File: config.mk
export PLATFORM = sky130hd
export DESIGN_NAME = scidx_regbank
export DESIGN_NICKNAME = d
export VERILOG_FILES = /design/src/common/scidx_pkg.sv /design/src/hdl/scidx_regbank.sv
export VERILOG_INCLUDE_DIRS = /design/src /design/src/common
export SDC_FILE = /design/constraint.sdc
export NUM_CORES = 1
export LEC_CHECK = 0
export ABC_AREA = 1
export BUFFER_PORTS_ARGS = -buffer_cell sky130_fd_sc_hd__buf_2
export CORE_MARGIN = 3
export CORE_UTILIZATION = 65
export DETAILED_ROUTE_END_ITERATION = 16
export PLACE_DENSITY = 0.94
export SLEW_MARGIN = 15
export SYNTH_ARGS = -nofsm -noshare
export SYNTH_HDL_FRONTEND = slang
export SYNTH_SLANG_ARGS = --single-unit
File: constraint.sdc
create_clock -name MCLK_I -period 5.66 [get_ports MCLK_I]
set_input_delay 1.132 -clock MCLK_I [delete_from_list [all_inputs] [get_ports MCLK_I]]
set_output_delay 1.132 -clock MCLK_I [all_outputs]
set_load 0.05 [all_outputs]
File: src/common/scidx_consts.svh
// Operation
// - one written means set, zero means cleared
// - setup resets 0x18, most significant first
// - part identifier is read-only, writes ignored
// - grade code reported in bits 5:4
// - upper index bits select channels H-E
// - lower index bits select channels D-A
// - lower bits 5,4 select data/frame clock
// - setup, index, update registers act immediately
// - any reset loads documented defaults
`ifndef SCIDX_CONSTS_SVH
`define SCIDX_CONSTS_SVH

// register addresses on the 13-bit address field
`define SCIDX_ADDR_SETUP 13'h0000
`define SCIDX_ADDR_ID 13'h0001
`define SCIDX_ADDR_GRADE 13'h0002
`define SCIDX_ADDR_UPPER 13'h0004
`define SCIDX_ADDR_LOWER 13'h0005
`define SCIDX_ADDR_UPDATE 13'h00FF

// port setup field positions
`define SCIDX_SETUP_LSB_HI 6
`define SCIDX_SETUP_LSB_LO 1
`define SCIDX_SETUP_SRST_HI 5
`define SCIDX_SETUP_SRST_LO 2
`define SCIDX_SETUP_RESET 8'h18

// index register fields and reset values
`define SCIDX_LOWER_DATA_CLK 5
`define SCIDX_LOWER_FRAME_CLK 4
`define SCIDX_UPPER_RESET 8'h0F
`define SCIDX_LOWER_RESET 8'h0F
`define SCIDX_UPDATE_XFER 0

// grade field position
`define SCIDX_GRADE_LSB 4

// frame timing in serial clock bits
`define SCIDX_INSTR_LAST 4'hF
`define SCIDX_BYTE_LAST 4'h7
`define SCIDX_STREAM 2'h3

`endif

File: src/common/scidx_pkg.sv
`default_nettype none
package scidx_pkg;
   // serial frame phase
   typedef enum logic [1:0] {
      ST_INSTR = 2'b00,
      ST_DATA = 2'b01,
      ST_DONE = 2'b10
   } scidx_state_e;

   // 16-bit instruction word
   typedef struct packed {
      logic rw;
      logic [1:0] w;
      logic [12:0] addr;
   } scidx_instr_s;

   // write-target selection carried to the channels
   typedef struct packed {
      logic data_clock_output; // data clock output as write target
      logic frame_clock_output; // frame clock output as write target
      logic [7:0] data;
   } scidx_sel_s;
endpackage
`default_nettype wire

File: src/hdl/scidx_regbank.sv
`timescale 1ns/1ps
`default_nettype none
`include "scidx_consts.svh"
module scidx_regbank #(
   parameter logic [7:0] PART_ID = 8'hA5, // arbitrary value
   parameter logic [1:0] SPEED_GRADE = 2'h0 // grade code, plain default
) (
   input wire logic MCLK_I,
   input wire logic SRST_I,
   input wire logic SCLK_I,
   input wire logic CSB_N_I,
   input wire logic SDIO_I,
   output logic SDIO_O,
   output logic SDIO_OE_O,
   output logic LSB_FIRST_O,
   output logic TRANSFER_O,
   output scidx_pkg::scidx_sel_s SEL_O
);
   // pin synchronisers, stage 1 read only by stage 2
   logic [2:0] sclk_q;
   logic [1:0] csb_q;
   logic [1:0] sdio_q;
   logic rise; // serial clock rising edge
   logic fall; // serial clock falling edge
   logic cs; // frame active
   logic din; // synchronised data in

   // frame state
   scidx_pkg::scidx_state_e state, next_state;
   logic [3:0] cnt, next_cnt; // bit within instruction or byte
   logic [15:0] sh, next_sh; // input shifter
   scidx_pkg::scidx_instr_s instr, next_instr;
   logic [1:0] left, next_left; // bytes remaining after current
   logic [7:0] tx, next_tx; // byte being read back
   logic next_sdio, next_oe;
   logic next_lsb, next_xfer;
   scidx_pkg::scidx_sel_s next_sel;
   logic wr_stb; // a data byte is written this cycle
   logic [7:0] wr_data; // the written byte
   logic [12:0] step; // following address
   localparam logic [7:0] upper_rst = `SCIDX_UPPER_RESET; // channels h-e default
   localparam logic [7:0] lower_rst = `SCIDX_LOWER_RESET; // channels d-a and clock defaults

   // synchroniser chain
   always_ff @(posedge MCLK_I) begin
      if (SRST_I) begin
         sclk_q <= 3'h0;
         csb_q <= 2'h3;
         sdio_q <= 2'h0;
      end else begin
         sclk_q <= {sclk_q[1:0], SCLK_I};
         csb_q <= {csb_q[0], CSB_N_I};
         sdio_q <= {sdio_q[0], SDIO_I};
      end
   end

   // edges from stages 2 and 3 only
   assign rise = sclk_q[1] & ~sclk_q[2];
   assign fall = ~sclk_q[1] & sclk_q[2];
   assign cs = ~csb_q[1];
   assign din = sdio_q[1];

   // readback mux
   function automatic logic [7:0] rd_mux(input logic [12:0] a);
      case (a)
         `SCIDX_ADDR_SETUP: rd_mux = {1'b0, LSB_FIRST_O, 1'b0, 2'h3, 1'b0, LSB_FIRST_O, 1'b0};
         `SCIDX_ADDR_ID: rd_mux = PART_ID;
         `SCIDX_ADDR_GRADE: rd_mux = {2'h0, SPEED_GRADE, 4'h0};
         `SCIDX_ADDR_UPPER: rd_mux = {4'h0, SEL_O.data[7:4]};
         `SCIDX_ADDR_LOWER: rd_mux = {2'h0, SEL_O.data_clock_output, SEL_O.frame_clock_output, SEL_O.data[3:0]};
         default: rd_mux = 8'h00; // unmapped and update read zero
      endcase
   endfunction

   // address walks down msb-first, up lsb-first
   assign step = LSB_FIRST_O ? instr.addr + 13'h0001 : instr.addr - 13'h0001;

   // next-value logic for frame and registers
   always_comb begin
      next_state = state;
      next_cnt = cnt;
      next_sh = sh;
      next_instr = instr;
      next_left = left;
      next_tx = tx;
      next_sdio = SDIO_O;
      next_lsb = LSB_FIRST_O;
      next_sel = SEL_O;
      next_xfer = 1'b0;
      wr_stb = 1'b0;
      wr_data = 8'h00;
      if (!cs) begin
         // stall between bytes keeps a non-streaming frame, else restart
         if (!(state == scidx_pkg::ST_DATA && cnt == 4'h0 && instr.w != `SCIDX_STREAM)) begin
            next_state = scidx_pkg::ST_INSTR;
            next_cnt = 4'h0;
         end
      end else if (rise) begin
         // shift one bit in
         next_cnt = cnt + 4'h1;
         if (!LSB_FIRST_O) begin
            next_sh = {sh[14:0], din};
         end else if (state == scidx_pkg::ST_INSTR) begin
            next_sh = {din, sh[15:1]};
         end else begin
            next_sh = {8'h00, din, sh[7:1]};
         end
         case (state)
            scidx_pkg::ST_INSTR: begin
               if (cnt == `SCIDX_INSTR_LAST) begin
                  next_instr = scidx_pkg::scidx_instr_s'(next_sh);
                  next_state = scidx_pkg::ST_DATA;
                  next_cnt = 4'h0;
                  next_left = next_sh[14:13];
                  next_tx = rd_mux(next_sh[12:0]);
               end
            end
            scidx_pkg::ST_DATA: begin
               if (cnt == `SCIDX_BYTE_LAST) begin
                  next_cnt = 4'h0;
                  wr_stb = ~instr.rw;
                  wr_data = next_sh[7:0];
                  next_instr.addr = step;
                  next_tx = rd_mux(step);
                  if (instr.w != `SCIDX_STREAM) begin
                     if (left == 2'h0) begin
                        next_state = scidx_pkg::ST_DONE;
                     end else begin
                        next_left = left - 2'h1;
                     end
                  end
               end
            end
            default: begin
               next_cnt = cnt; // frame over, ignore bits
            end
         endcase
      end else if (fall && state == scidx_pkg::ST_DATA && instr.rw) begin
         // drive next readback bit on falling edge
         next_sdio = LSB_FIRST_O ? tx[cnt[2:0]] : tx[3'h7 - cnt[2:0]];
      end
      // register writes take effect at once
      if (wr_stb) begin
         case (instr.addr)
            `SCIDX_ADDR_SETUP: begin
               next_lsb = wr_data[`SCIDX_SETUP_LSB_HI] | wr_data[`SCIDX_SETUP_LSB_LO];
               if (wr_data[`SCIDX_SETUP_SRST_HI] | wr_data[`SCIDX_SETUP_SRST_LO]) begin
                  // soft reset: defaults, nothing stored
                  next_lsb = 1'b0;
                  next_sel.data = {upper_rst[3:0], lower_rst[3:0]};
                  next_sel.data_clock_output = lower_rst[`SCIDX_LOWER_DATA_CLK];
                  next_sel.frame_clock_output = lower_rst[`SCIDX_LOWER_FRAME_CLK];
               end
            end
            `SCIDX_ADDR_UPPER: begin
               next_sel.data[7:4] = wr_data[3:0];
            end
            `SCIDX_ADDR_LOWER: begin
               next_sel.data[3:0] = wr_data[3:0];
               next_sel.data_clock_output = wr_data[`SCIDX_LOWER_DATA_CLK];
               next_sel.frame_clock_output = wr_data[`SCIDX_LOWER_FRAME_CLK];
            end
            `SCIDX_ADDR_UPDATE: begin
               next_xfer = wr_data[`SCIDX_UPDATE_XFER];
            end
            default: begin
               next_xfer = 1'b0; // read-only or unmapped, ignored
            end
         endcase
      end
      next_oe = cs && next_state == scidx_pkg::ST_DATA && next_instr.rw;
   end

   // registers, defaults on reset
   always_ff @(posedge MCLK_I) begin
      if (SRST_I) begin
         state <= scidx_pkg::ST_INSTR;
         cnt <= 4'h0;
         sh <= 16'h0000;
         instr <= '0;
         left <= 2'h0;
         tx <= 8'h00;
         SDIO_O <= 1'b0;
         SDIO_OE_O <= 1'b0;
         LSB_FIRST_O <= 1'b0;
         TRANSFER_O <= 1'b0;
         SEL_O.data <= {upper_rst[3:0], lower_rst[3:0]};
         SEL_O.data_clock_output <= lower_rst[`SCIDX_LOWER_DATA_CLK];
         SEL_O.frame_clock_output <= lower_rst[`SCIDX_LOWER_FRAME_CLK];
      end else begin
         state <= next_state;
         cnt <= next_cnt;
         sh <= next_sh;
         instr <= next_instr;
         left <= next_left;
         tx <= next_tx;
         SDIO_O <= next_sdio;
         SDIO_OE_O <= next_oe;
         LSB_FIRST_O <= next_lsb;
         TRANSFER_O <= next_xfer;
         SEL_O <= next_sel;
      end
   end
endmodule
`default_nettype wire

# After elaboration in Yosys (flattened, before gate mapping)

Cells that the tools add are included.

Bits in registers: 69
Input port bits: 5
Output and inout port bits: 14
Logic and storage cells: 137

Reductions and logical operators: 27
Bitwise operators: 11
Muxes and demuxes: 53
Equal/unequal tests: 20
Add/sub/neg operators: 5
Magnitude comparators: 2

Operators by type and width:

| operator                                                   | count |
|---|---|
| two-way mux 16 bit                                         | 7 |
| == test 13 x 3 -> 1 bit, second input constant             | 6 |
| one-hot mux 8 bit (4 select lines)                         | 2 |
| zero test 13 bit                                           | 3 |
| two-way mux 7 bit                                          | 4 |
| == test 13 x 1 -> 1 bit, second input constant             | 2 |
| two-way mux 13 bit                                         | 2 |
| one-hot mux 13 bit (2 select lines)                        | 1 |
| one-hot mux 4 bit (2 select lines)                         | 3 |
| two-way mux 2 bit                                          | 11 |
| two-way mux 4 bit                                          | 5 |
| two-way mux 8 bit                                          | 2 |
| one-hot mux 8 bit (2 select lines)                         | 1 |
| adder 13 x 1 -> 13 bit, second input constant              | 1 |
| == test 13 x 8 -> 1 bit, second input constant             | 1 |
| subtractor 13 x 1 -> 13 bit, second input constant         | 1 |
| one-hot mux 2 bit (2 select lines)                         | 3 |
| AND reduction 3 bit                                        | 4 |
| two-way mux 10 bit                                         | 1 |
| less-than comparator 3 x 4 -> 1 bit, second input constant | 2 |
| two-way mux 1 bit                                          | 8 |
| inequality test 2 bit, second input constant               | 4 |
| nonzero test 2 bit                                         | 4 |
| inverter 1 bit                                             | 7 |
| 20 further kinds                                           | 33 |

# Depth between registers and ports, before layout

Gate-level depths: netlist (run 1).

Depth in word-level cells: 12
Mapped depth: 17
Depth with buffers taken out: 17

# Least setup slack after synthesis (run 1)

No wires, ideal clock.

Path type: register to register
From: reg LSB_FIRST_O
To: reg tx[0]
Setup time: 0.070 ns
Path buffers: 0
Setup slack: 2.912 ns
Clock period less this slack: 2.748 ns
Data required time: 5.590 ns
Arrival time: 2.678 ns
Stages on the path, launching flop included: 15
Cells stage by stage: dfxtp_1 -> inv_2 -> ha_1 -> a21oi_1 -> nand2_2 -> nand2_2 -> nand2_2 -> nand2_1 -> nand3_1 -> nand2_4 -> nand3_2 -> or2_4 -> nand3_1 -> nand2_1 -> a21oi_1

Word-level cells in the longest chain between the ends: 7
Elaborated cells on any way between the ends: 17
Those cells by class: 6 x eq/ne; 9 x mux; 2 x reduce/logical

Ends and longest elaborated chain:

| item                                            | line                 | RTL |
|---|---|---|
| from (decl)                                     | scidx_regbank.sv:15  | `output logic LSB_FIRST_O,` |
| from (signal assigned)                          | scidx_regbank.sv:199 | `LSB_FIRST_O <= next_lsb;` |
| two-way mux 16 bit                              | scidx_regbank.sv:101 | `if (!LSB_FIRST_O) begin` |
| two-way mux 16 bit                              | scidx_regbank.sv:98  | `end else if (rise) begin` |
| two-way mux 16 bit                              | scidx_regbank.sv:92  | `if (!cs) begin` |
| == test 13 x 3 -> 1 bit (tied with other cells) | scidx_regbank.sv:65  | `case (a)` |
| one-hot mux 8 bit (4 select lines)              | scidx_regbank.sv:65  |  |
| two-way mux 8 bit                               | scidx_regbank.sv:110 | `` if (cnt == `SCIDX_INSTR_LAST) begin `` |
| one-hot mux 8 bit (2 select lines) *            | scidx_regbank.sv:108 | `case (state)` |
| to (signal assigned)                            | scidx_regbank.sv:196 | `tx <= next_tx;` |
| to (decl)                                       | scidx_regbank.sv:34  | `logic [7:0] tx, next_tx;` |

Every way passes the cells marked *; elsewhere a longest branch is shown, timed or not. The select of a mux whose other input is x is not followed.
A chain may end at the register's enable or synchronous reset.

# Final worst setup path (run 1)

From: reg state[0]
To: reg instr[4] in the netlist's numbering

Word-level cells in the longest chain between the ends: 3
Elaborated cells on any way between the ends: 7
Those cells by class: 3 x eq/ne; 1 x mux; 3 x reduce/logical

Ends and longest elaborated chain:

| item                                                                                  | line                 | RTL |
|---|---|---|
| from (decl)                                                                           | scidx_regbank.sv:29  | `scidx_pkg::scidx_state_e state, next_state;` |
| from (signal assigned)                                                                | scidx_regbank.sv:177 | `state <= scidx_pkg::ST_INSTR;` |
| from (signal assigned)                                                                | scidx_regbank.sv:191 | `state <= next_state;` |
| == test 2 x 1 -> 1 bit / zero test 2 bit (equally long branches)                      | scidx_regbank.sv:108 |  |
| inequality test 2 x 1 -> 1 bit (no line) / nonzero test 2 bit (equally long branches) | n/a                  |  |
| AND reduction 5 bit (no line)                                                         | n/a                  |  |
| to (signal assigned)                                                                  | scidx_regbank.sv:194 | `instr <= next_instr;` |
| to (decl)                                                                             | scidx_regbank.sv:32  | `scidx_pkg::scidx_instr_s instr, next_instr;` |

Parallel ways exist; a longest one is shown, timed or not.

==> impl_metrics.py, run 1 <==
metrics = {
    "synth": {
        "ys_dominant_reg_cell": "dfxtp_1",
        "synthCells": 697,
        "synth_seq_cells": 69,
        "synth_edf_count": 0,
        "yosys_warnings": 0,
        "async_flop_share": 0,
        "ys_types": 47,
        "synthesis.nets": 719,
        "ys_seq_area_frac": 0.300,
        "synth_area_mm2": 0.00461,
        "avgSynthCellArea_um2": 6.61,
    },
    "sta": {
        "post-route-period-util": 0.562,
        "tns_ns": 0,
        "slew_violations": 0,
        "fin_skew_ns": 0.0114,
        "rsz0062_at_grt": "no",
        "hold_viol": 0,
        "fin_crit_ns": 3.18,
        "setup_viol_count_final": 0,
        "fmax_ghz": 0.314,
        "slew_headroom": 0.247,
        "worstMarginPinSlew_ns": 1.13,
    },
    "critical_path": {
        "rr_worst_depth": 8,
        "cp-end-kind": "register",
        "crit_type": "register to register",
        "crit_cells": 8,
        "worst-path-max-fanout": 30,
        "crit_required_ns": 5.90,
        "start_kind": "register",
        "critPathTopFamily": "simple AND/OR/NAND/NOR gates",
        "max_stage_delay_ns": 0.81,
        "path_cells": "inv_2 > nor2_2 > inv_1 > nor2_1 > nor2_2 > inv_2 > a21oi_1 > a221oi_1",
        "worstPathArrival_ns": 3.42,
        "cpMaxStageDelayCell": "nor2_2",
        "cp_num_buf_inv": 3,
    },
    "placed_design": {
        "dp_hpwl_um": 9150,
        "numPortBuffers": 18,
        "gp_congestion": 1.01,
        "dpl_cell_area_mm2": 0.00471,
    },
    "routing": {
        "drt_pre_antenna_iters": 8,
        "drcViolationCount": 0,
        "wl_per_cell_um": 16.0,
        "via_count": 4941,
        "vias_per_cell": 6.15,
        "antenna_left": 0,
        "wl_um": 12800,
        "drt-initial-drc-count": 461,
    },
    "min_path": {
        "hold_depth": 2,
        "hp-class": "register to register",
    },
    "layout": {
        "mostFrequentLayoutCells": "134 x nand2_1, 85 x inv_1, 79 x a21oi_1",
        "fin_nets": 725,
        "areaGrowthSynthToFinish_pct": 6.36,
        "nFillCells": 558,
        "stdcell_area_mm2": 0.00490,
        "layout_commonest_cell": "nand2_1",
        "drive_gt1_frac": 0.137,
        "n_antenna_cell": 0,
    },
    "grt": {
        "grt_start_max_net_pins": 40,
        "grt_pass1_wl_um": 21400,
        "overflow": 0,
        "antenna_found_initial": 0,
        "grt_pass1_vias": 4649,
        "grt_use_total": 0.319,
    },
    "floorplan": {
        "start_util": 0.674,
        "die_area_mm2": 0.00813,
        "ios": 19,
        "std_cell_rows": 30,
        "die_x_um": 90.2,
        "fp.dieH_um": 90.2,
        "core_mm2": 0.00683,
    },
    "power_and_ir_drop": {
        "peakVddDrop_uv": 111,
        "powerDensity_mw_per_mm2": 197,
        "p_leak_nw": 2.20,
    },
    "clock_tree": {
        "clock_latency_ns": 0.36,
        "cts_resized": 0,
        "post-cts-setup-buffers": 0,
        "clkTransAtPathRegs_ns": 0.08,
        "clkSinkCount": 69,
        "ctsHoldBuffers": 0,
        "clk_path_buf_depth": 2,
        "cts_buffers": 9,
        "clock_tree.root_cell": "clkbuf_8",
        "cts_max_level": 3,
        "cts_tree": "done",
    },
    "job": {
        "cap_viol_max_count": 0,
    },
    "outcome": {
        "status": "finished, final reports clean",
    },
}
## synth_stat cells, types with 2 or more instances
| cell type | number | area share |
|---|---|---|
| o22ai_1 | 5 | 0.0068 |
| a211oi_1 | 6 | 0.0098 |
| nand4_1 | 23 | 0.031 |
| nor2_4 | 5 | 0.012 |
| nand2_2 | 9 | 0.012 |
| xor2_1 | 4 | 0.0076 |
| o21ai_1 | 6 | 0.0065 |
| a21oi_1 | 79 | 0.086 |
| a21oi_2 | 2 | 0.0038 |
| inv_2 | 14 | 0.011 |
| nand3_2 | 6 | 0.013 |
| o21ai_2 | 2 | 0.0038 |
| nor2_1 | 54 | 0.044 |
| o211ai_1 | 2 | 0.0033 |
| or2_2 | 3 | 0.0041 |
| nor2_2 | 11 | 0.015 |
| nor4_1 | 2 | 0.0027 |
| a221oi_1 | 8 | 0.015 |
| clkbuf_1 | 18 | 0.015 |
| nand2_1 | 134 | 0.11 |
| nor3_1 | 8 | 0.0087 |
| a211oi_2 | 2 | 0.0054 |
| ha_1 | 16 | 0.043 |
| nand3_1 | 49 | 0.053 |
| buf_6 | 2 | 0.0049 |
| nand2_4 | 2 | 0.0049 |
| a31oi_1 | 4 | 0.0054 |
| buf_2 | 3 | 0.0033 |
| dfxtp_1 | 69 | 0.30 |
| o21ai_0 | 48 | 0.052 |
| inv_1 | 85 | 0.069 |
## worst reg2reg max path: stages, from the launching register on
cell	delay, ns
dfxtp_1	0.38
inv_2	0.10
nor2_2	0.81
inv_1	0.53
nor2_1	0.24
nor2_2	0.17
inv_2	0.43
a21oi_1	0.10
a221oi_1	0.31
## cell families after synthesis
kind of cell	after synthesis	synth area share
DFF	69	0.300
and+or+nand+nor	313	0.327
adders and majority gates	17	0.0478
xor gates and xnor gates	4	0.00761
buffers and inverters	124	0.106
AOI/OAI and AO/OA	170	0.211
## per-stage QoR
| stage | hold slack, ns | instances | total power [W] | setup WS, ns | util |
|---|---|---|---|---|---|
| final | 0.406 | 803 | 0.000964 | 2.48 | 0.717 |
| after CTS | 0.408 | 803 | 0.000955 | 2.57 | 0.717 |
| after global routing | 0.428 | 803 | 0.000986 | 2.14 | 0.717 |
| after detailed placement | 0.397 | 788 | 0.000568 | 2.66 | 0.690 |
| after floorplan | 0.388 | 697 | 0.000553 | 2.91 | - |
| after global placement | 0.391 | 788 | 0.000566 | 2.74 | 0.690 |
## power breakdown
part           internal [W]  leakage [nW]  switching [W]  total (W)
clock network      0.000201        0.0915       0.000203   0.000404
registers          0.000491         0.558     0.00000548   0.000496
logic             0.0000175          1.55      0.0000461  0.0000636
## cell type report
cell class	instances	area, um2	area share
Multi-Input combinational cell	504	2740	0.559
Timing Repair Buffer	19	97.6	0.0199
Clock buffer	9	124	0.0253
Sequential cell	69	1380	0.282
Tap cell	96	120	0.0245
Clock inverter	6	63.8	0.0130
Inverter	100	375	0.0766
## flip-flops by register name, indices dropped and copies added, names as in the netlist
| name | count |
|---|---|
| sdio_q | 2 |
| left | 2 |
| LSB_FIRST_O | 1 |
| state | 2 |
| SDIO_O | 1 |
| csb_q | 2 |
| sh | 16 |
| SEL_O | 10 |
| instr | 16 |
| tx | 8 |
| SDIO_OE_O | 1 |
| cnt | 4 |
| sclk_q | 3 |
| TRANSFER_O | 1 |
## per-layer routing
metal	GRT usage	up-vias	wire length, um
met2	0.516	290	5820
met3	0.0711	58	1210
met5	0	-	0
met4	0.177	0	518
met1	0.391	2247	5280
li1	-	2346	-
## worst paths after layout
check              end      start  slack (ns)
min          sdio_q[1]  sdio_q[0]        0.41
max reg2reg   instr[4]   state[0]        2.48
max           instr[4]   state[0]        2.48
min reg2reg  sdio_q[1]  sdio_q[0]        0.41
Power figures use the tool's default switching activity.
==> run 2, diff against run 1 <==
- ABC_AREA: 1 -> 0
- CORE_UTILIZATION: 65 -> 56
- PLACE_DENSITY: 0.94 -> 0.87
- clock period: 5.66 -> 2.7 ns (I/O delays scaled with it)
==> run 2 against run 1 <==
- worst hold slack worse by 0.033 ns
- cell count down 16%
- area after synthesis down 7.2%
- largest cell class unchanged
- via count shrank 12%
- die area increased by 7.2%
- the run now ends with setup timing left
- non-clock buffer count up 35
- routed wire length is 4.3% lower
- clock skew is 0.00084 ns lower
- combinational power rose by 41%
- sequential power increased by 110%
- design area is 2.4% higher
==> impl_metrics.py, run 2 <==
metrics = {
    "outcome": {
        "status": "complete, but fails checks",
        "violations": "setup timing",
    },
    "clock_tree": {
        "clkSinkCount": 69,
        "cts_max_level": 3,
        "cts_buffers": 9,
        "cts_tree": "done",
        "clock_tree.root_cell": "clkbuf_8",
        "clkTransAtPathRegs_ns": 0.08,
        "clock_latency_ns": 0.35,
        "clk_path_buf_depth": 2,
    },
    "floorplan": {
        "die_area_mm2": 0.00872,
        "std_cell_rows": 31,
        "start_util": 0.583,
        "die_x_um": 93.4,
        "fp.dieH_um": 93.4,
        "ios": 19,
        "core_mm2": 0.00733,
    },
    "synth": {
        "ys_seq_area_frac": 0.323,
        "synth_seq_cells": 69,
        "netlist_top_cells_count": "80 x nor2_1, 69 x dfxtp_1, 46 x a21oi_1, 32 x nand2_1, 32 x nor3_1",
        "synth_edf_count": 0,
        "synth_area_mm2": 0.00427,
        "ys_dominant_reg_cell": "dfxtp_1",
        "yosysTopAreaCell": "dfxtp_1",
        "async_flop_share": 0,
        "yosysTopAreaCellShare": 0.323,
        "yosys_warnings": 0,
        "synth_area_leaders": "dfxtp_1 32%, nor2_1 7.0%, a21oi_1 5.4%, a211oi_1 4.9%, ha_1 4.7%",
        "synthCells": 534,
        "avgSynthCellArea_um2": 8.00,
        "yosysMostFrequentCell": "nor2_1",
        "ys_types": 69,
        "synthesis.nets": 556,
    },
    "layout": {
        "n_antenna_cell": 0,
        "fin_nets": 589,
        "layout_commonest_cell": "nor2_1",
        "top_regs": "instr: 16 flops, sh: 16 flops, SEL_O: 10 flops",
        "areaGrowthSynthToFinish_pct": 17.4,
        "stdcell_area_mm2": 0.00502,
        "nFillCells": 520,
        "mostFrequentLayoutCells": "80 x nor2_1, 67 x dfxtp_1, 44 x a21oi_1",
        "drive_gt1_frac": 0.220,
    },
    "power_and_ir_drop": {
        "clkPwrFrac": 0.424,
        "p_int_w": 0.00148,
        "p_leak_nw": 1.79,
        "peakVddDrop_uv": 235,
        "p_sw_frac": 0.242,
        "seqPwrFrac": 0.530,
        "p_comb_frac": 0.046,
        "p_sw_w": 0.000470,
        "powerDensity_mw_per_mm2": 388,
    },
    "sta": {
        "setup_slack_ns": -0.0206,
        "fin_skew_ns": 0.0106,
        "hold_viol": 0,
        "rsz0062_at_grt": "yes",
        "setup_viol_count_final": 1,
        "worstMarginPinSlew_ns": 0.745,
        "post-route-period-util": 1.01,
        "hold_ws_ns": 0.373,
        "fin_crit_ns": 2.72,
        "tns_ns": -0.0206,
        "fmax_ghz": 0.368,
        "slew_violations": 0,
        "slew_headroom": 0.500,
    },
    "critical_path": {
        "worst-path-max-fanout": 5,
        "max_stage_delay_ns": 0.44,
        "path_cells": "clkinv_8 > ha_2 > or2_2 > a21oi_1 > a31oi_1 > buf_4 > a311oi_2 > buf_4 > xnor2_4 > buf_4 > nor2_1 > nand2_1 > a211oi_2",
        "cp-end-kind": "register",
        "crit_type": "register to register",
        "start_kind": "register",
        "cp_common_cell": "buf_4",
        "rrSetupSlack_ns": -0.02,
        "cpMaxStageDelayCell": "dfxtp_4",
        "worstPathArrival_ns": 3.00,
        "crit_required_ns": 2.98,
    },
    "grt": {
        "grt_use_total": 0.276,
        "grt_pass1_vias": 3933,
        "antenna_found_initial": 0,
        "grtUsageMet2": 0.459,
        "top_usage_layer": "met2",
        "grt_pass1_wl_um": 19300,
        "grt_use_met3": 0.0515,
        "use_met1": 0.354,
        "overflow": 0,
        "grt_start_max_net_pins": 49,
    },
    "job": {
        "cap_viol_max_count": 0,
    },
    "routing": {
        "vias_per_cell": 6.48,
        "drt_pre_antenna_iters": 5,
        "drcViolationCount": 0,
        "wl_per_cell_um": 18.3,
        "drt-initial-drc-count": 487,
        "via_count": 4348,
        "wl_um": 12300,
        "antenna_left": 0,
    },
    "placed_design": {
        "dp_slack_ns": -0.0884,
        "gp_congestion": 0.882,
        "dpl_cell_area_mm2": 0.00467,
        "dp_hpwl_um": 8140,
        "numPortBuffers": 18,
    },
    "min_path": {
        "hp-class": "input pin to register",
    },
}
## run 2: changes by cell type after synthesis, moves of 12 or more
cell	delta
inv_2	-14
nand3_1	-35
a21oi_1	-33
a211oi_1	+22
nand2_1	-102
inv_1	-72
mux2i_1	+18
nand4_1	-21
nand2b_1	+12
o21ai_0	-22
nor3_1	+24
nor2_1	+26
## run 2: stage by stage
stage | power, W | instances | util
final | 0.00195 | 671 | 0.684
after global routing | 0.00201 | 671 | 0.684
after CTS | 0.00195 | 665 | 0.663
after detailed placement | 0.00114 | 649 | 0.637
after global placement | 0.00114 | 649 | 0.637
after floorplan | 0.00112 | 534 | -
## run 2: path summary, 6_finish.rpt
path	from	to	cells after the start
worst max-delay path	LSB_FIRST_O	tx[7]	13
worst min-delay path	CSB_N_I	csb_q[0]	2
worst max register to register	LSB_FIRST_O	tx[7]	13
worst min register to register	csb_q[0]	csb_q[1]	1
## run 2: cell families (layout without fill, tap and decap cells)
family / after synthesis / in the layout / synth area share
AND/OR/NAND/NOR: 224 / 224 / 0.264
flip-flops: 69 / 69 / 0.323
multiplexers: 24 / 24 / 0.0711
buffers and inverters: 48 / 85 / 0.0492
adder cells (fa/ha/maj): 17 / 17 / 0.0515
AO/OA/AOI/OAI: 140 / 140 / 0.217
XOR/XNOR: 12 / 13 / 0.0246
## run 2: layout make-up
| type | count | area, um2 | share of cell area |
|---|---|---|---|
| Inverter | 14 | 65.1 | 0.0130 |
| Clock buffer | 9 | 124 | 0.0247 |
| Timing Repair Buffer | 54 | 377 | 0.0751 |
| Tap cell | 99 | 124 | 0.0247 |
| Timing Repair inverter | 1 | 8.76 | 0.00175 |
| Sequential cell | 69 | 1390 | 0.276 |
| Multi-Input combinational cell | 418 | 2870 | 0.571 |
| Clock inverter | 7 | 66.3 | 0.0132 |
## run 2: per-layer routing
layer  part of all wire  up-vias
met2               0.48      230
li1                   -     2006
met3              0.071       50
met4              0.040        0
met5                  0        -
met1               0.41     2062
## run 2: power by group through the flow
stage          Clock, W  Combinational, W  Sequential [W]
2_1_floorplan         0         0.0000645         0.00105
3_3_place_gp          0         0.0000824         0.00105
3_5_place_dp          0         0.0000856         0.00105
4_1_cts        0.000828         0.0000860         0.00103
5_1_grt        0.000881         0.0000963         0.00103
6_report       0.000825         0.0000899         0.00103
## run 2: critical path, delay by kind of cell (launching register included)
kind                     cells  cell delay, ns
AO/OA/AOI/OAI                4            0.61
XOR/XNOR                     1            0.11
flip-flops                   1            0.44
buffers and inverters        4            0.63
AND/OR/NAND/NOR              3            0.52
adder cells (fa/ha/maj)      1            0.32
## run 2: timing repair
action | 4_1_cts | 5_1_grt
endpoints found under the setup margin | 8 | 14
hold buffers | 0 | 0
gates resized for setup | 3 | 21
pin swaps | 0 | 9
cloned | 0 | 2
endpoints found under the hold margin | 0 | 0
buffers inserted | 0 | 4
==> run 3, diff against run 2 <==
- CTS_BUF_LIST: default -> sky130_fd_sc_hd__clkbuf_16
==> run 3 against run 2 <==
- the flow now finishes without violations
- combinational power barely moved
- sequential share of layout area fell by 0.76 points
- critical path depth fell by 2
- worst setup slack improved by 0.083 ns
- first-iteration DRC count fell by 11%
- power rose by 18%
- register-to-register slack improved by 0.08 ns
- die area did not move
- non-clock buffer count rose by 1
- maximum frequency rose by 3.2%
- largest cell class unchanged
==> impl_metrics.py, run 3 (synthesis results as in run 2) <==
metrics = {
    "sta": {
        "fmax_ghz": 0.379,
        "rsz0062_at_grt": "yes",
        "fin_crit_ns": 2.64,
        "worstMarginPinSlew_ns": 0.604,
        "fin_skew_ns": 0.00480,
        "post-route-period-util": 0.977,
        "setup_viol_count_final": 0,
        "slew_violations": 0,
        "tns_ns": 0,
        "slew_headroom": 0.594,
        "hold_viol": 0,
        "setup_slack_ns": 0.0628,
    },
    "layout": {
        "final_util": 0.704,
        "mostFrequentLayoutCells": "80 x nor2_1, 67 x dfxtp_1, 41 x a21oi_1",
        "top_regs": "instr: 16 flops, sh: 16 flops, SEL_O: 10 flops",
        "areaGrowthSynthToFinish_pct": 20.7,
        "stdcell_area_mm2": 0.00516,
        "fin_nets": 589,
        "layout_commonest_cell": "nor2_1",
        "n_antenna_cell": 0,
        "drive_gt1_frac": 0.231,
    },
    "outcome": {
        "status": "finished, final reports clean",
    },
    "floorplan": {
        "start_util": 0.583,
        "fp.dieH_um": 93.4,
        "die_x_um": 93.4,
        "die_area_mm2": 0.00872,
        "ios": 19,
        "core_mm2": 0.00733,
        "std_cell_rows": 31,
    },
    "clock_tree": {
        "cts_max_level": 3,
        "cts_tree": "done",
        "cts_buffers": 9,
        "clock_tree.root_cell": "clkbuf_16",
        "clock_latency_ns": 0.33,
        "ctsHoldBuffers": 0,
        "clk_path_buf_depth": 2,
        "clkTransAtPathRegs_ns": 0.06,
        "clkSinkCount": 69,
    },
    "min_path": {
        "hp-class": "input pin to register",
    },
    "routing": {
        "drt_pre_antenna_iters": 5,
        "drt-initial-drc-count": 431,
        "wl_per_cell_um": 18.4,
        "vias_per_cell": 6.45,
        "via_count": 4326,
        "wl_um": 12400,
        "drcViolationCount": 0,
        "antenna_left": 0,
    },
    "grt": {
        "grt_start_max_net_pins": 49,
        "grt_pass1_wl_um": 19400,
        "grt_use_total": 0.280,
        "antenna_found_initial": 0,
        "overflow": 0,
        "grt_pass1_vias": 3963,
    },
    "critical_path": {
        "worstPathArrival_ns": 2.90,
        "crit_start": "LSB_FIRST_O",
        "cp-end-kind": "register",
        "setup.worst_path.end": "tx[3]",
        "rr_worst_depth": 11,
        "crit_type": "register to register",
        "start_kind": "register",
        "crit_required_ns": 2.96,
        "r2r-start": "LSB_FIRST_O",
        "rrSetupSlack_ns": 0.06,
        "worst-path-max-fanout": 8,
        "rr_endpoint": "tx[3]",
    },
    "placed_design": {
        "numPortBuffers": 18,
        "dp_hpwl_um": 8140,
        "dp_slack_ns": -0.0884,
        "dpl_cell_area_mm2": 0.00467,
        "gp_congestion": 0.882,
    },
    "job": {
        "cap_viol_max_count": 0,
    },
    "power_and_ir_drop": {
        "powerDensity_mw_per_mm2": 444,
        "peakVddDrop_uv": 257,
        "p_total_w": 0.00229,
        "p_leak_nw": 1.84,
    },
}
run 3: cell types whose count changed in the layout (fill, tap and decap cells not counted), sizes merged:
cell,delta
buf,+1
xnor2,-1
run 3: metal layers:
metal / global-route usage / up-vias / routed length (um)
li1: - / 2006 / -
met1: 0.356 / 1996 / 4960
met2: 0.457 / 264 / 5900
met3: 0.0579 / 60 / 976
met4: 0.120 / 0 / 540
met5: 0 / - / 0
run 3: what timing repair did:
item / 4_1_cts / 5_1_grt
endpoints found under the setup margin: 8 / 14
pin swaps: 1 / 10
gates cloned: 0 / 1
buffers inserted: 0 / 5
resized for setup: 3 / 28
run 3: how the worst min path moves through the flow:
| stage | startpoint | to | slack (ns) | depth (start not counted) |
|---|---|---|---|---|
| 6_report | CSB_N_I | csb_q[0] | 0.39 | 2 |
| 5_1_grt | CSB_N_I | csb_q[0] | 0.39 | 2 |
| 4_1_cts | CSB_N_I | csb_q[0] | 0.39 | 2 |
| 3_5_place_dp | csb_q[0] | csb_q[1] | 0.40 | 1 |
| 3_3_place_gp | csb_q[0] | csb_q[1] | 0.40 | 1 |
| 2_1_floorplan | csb_q[0] | csb_q[1] | 0.39 | 1 |
run 3: final cells by class:
cell class	instances	area [um2]
Tap cell	99	124
Timing Repair Buffer	55	372
Clock buffer	9	225
Clock inverter	7	66.3
Timing Repair inverter	1	8.76
Sequential cell	69	1390
Fill cell	486	2170
Inverter	14	65.1
Multi-Input combinational cell	417	2910
run 3: worst max-delay path: stages (launching register included):
cell and delay, ns:
dfxtp_4 0.43, clkinv_8 0.09, ha_4 0.27, a211oi_4 0.24, o21bai_1 0.13, a21oi_2 0.19
mux2i_1 0.10, nor4_1 0.33, buf_4 0.18, and4_4 0.28, nand2_1 0.09, a211oi_2 0.21
run 3: stage by stage:
stage / hold WS (ns) / cells
after detailed placement: 0.404 / 649
final: 0.389 / 671
after global routing: 0.391 / 671
after CTS: 0.389 / 665
after floorplan: 0.389 / 534
after global placement: 0.396 / 649
run 3: where the power goes:
part / switching, W / total, W / internal (W)
registers: 0.00000712 / 0.00103 / 0.00103
logic: 0.0000592 / 0.0000902 / 0.0000311
clock network: 0.000458 / 0.00117 / 0.000709
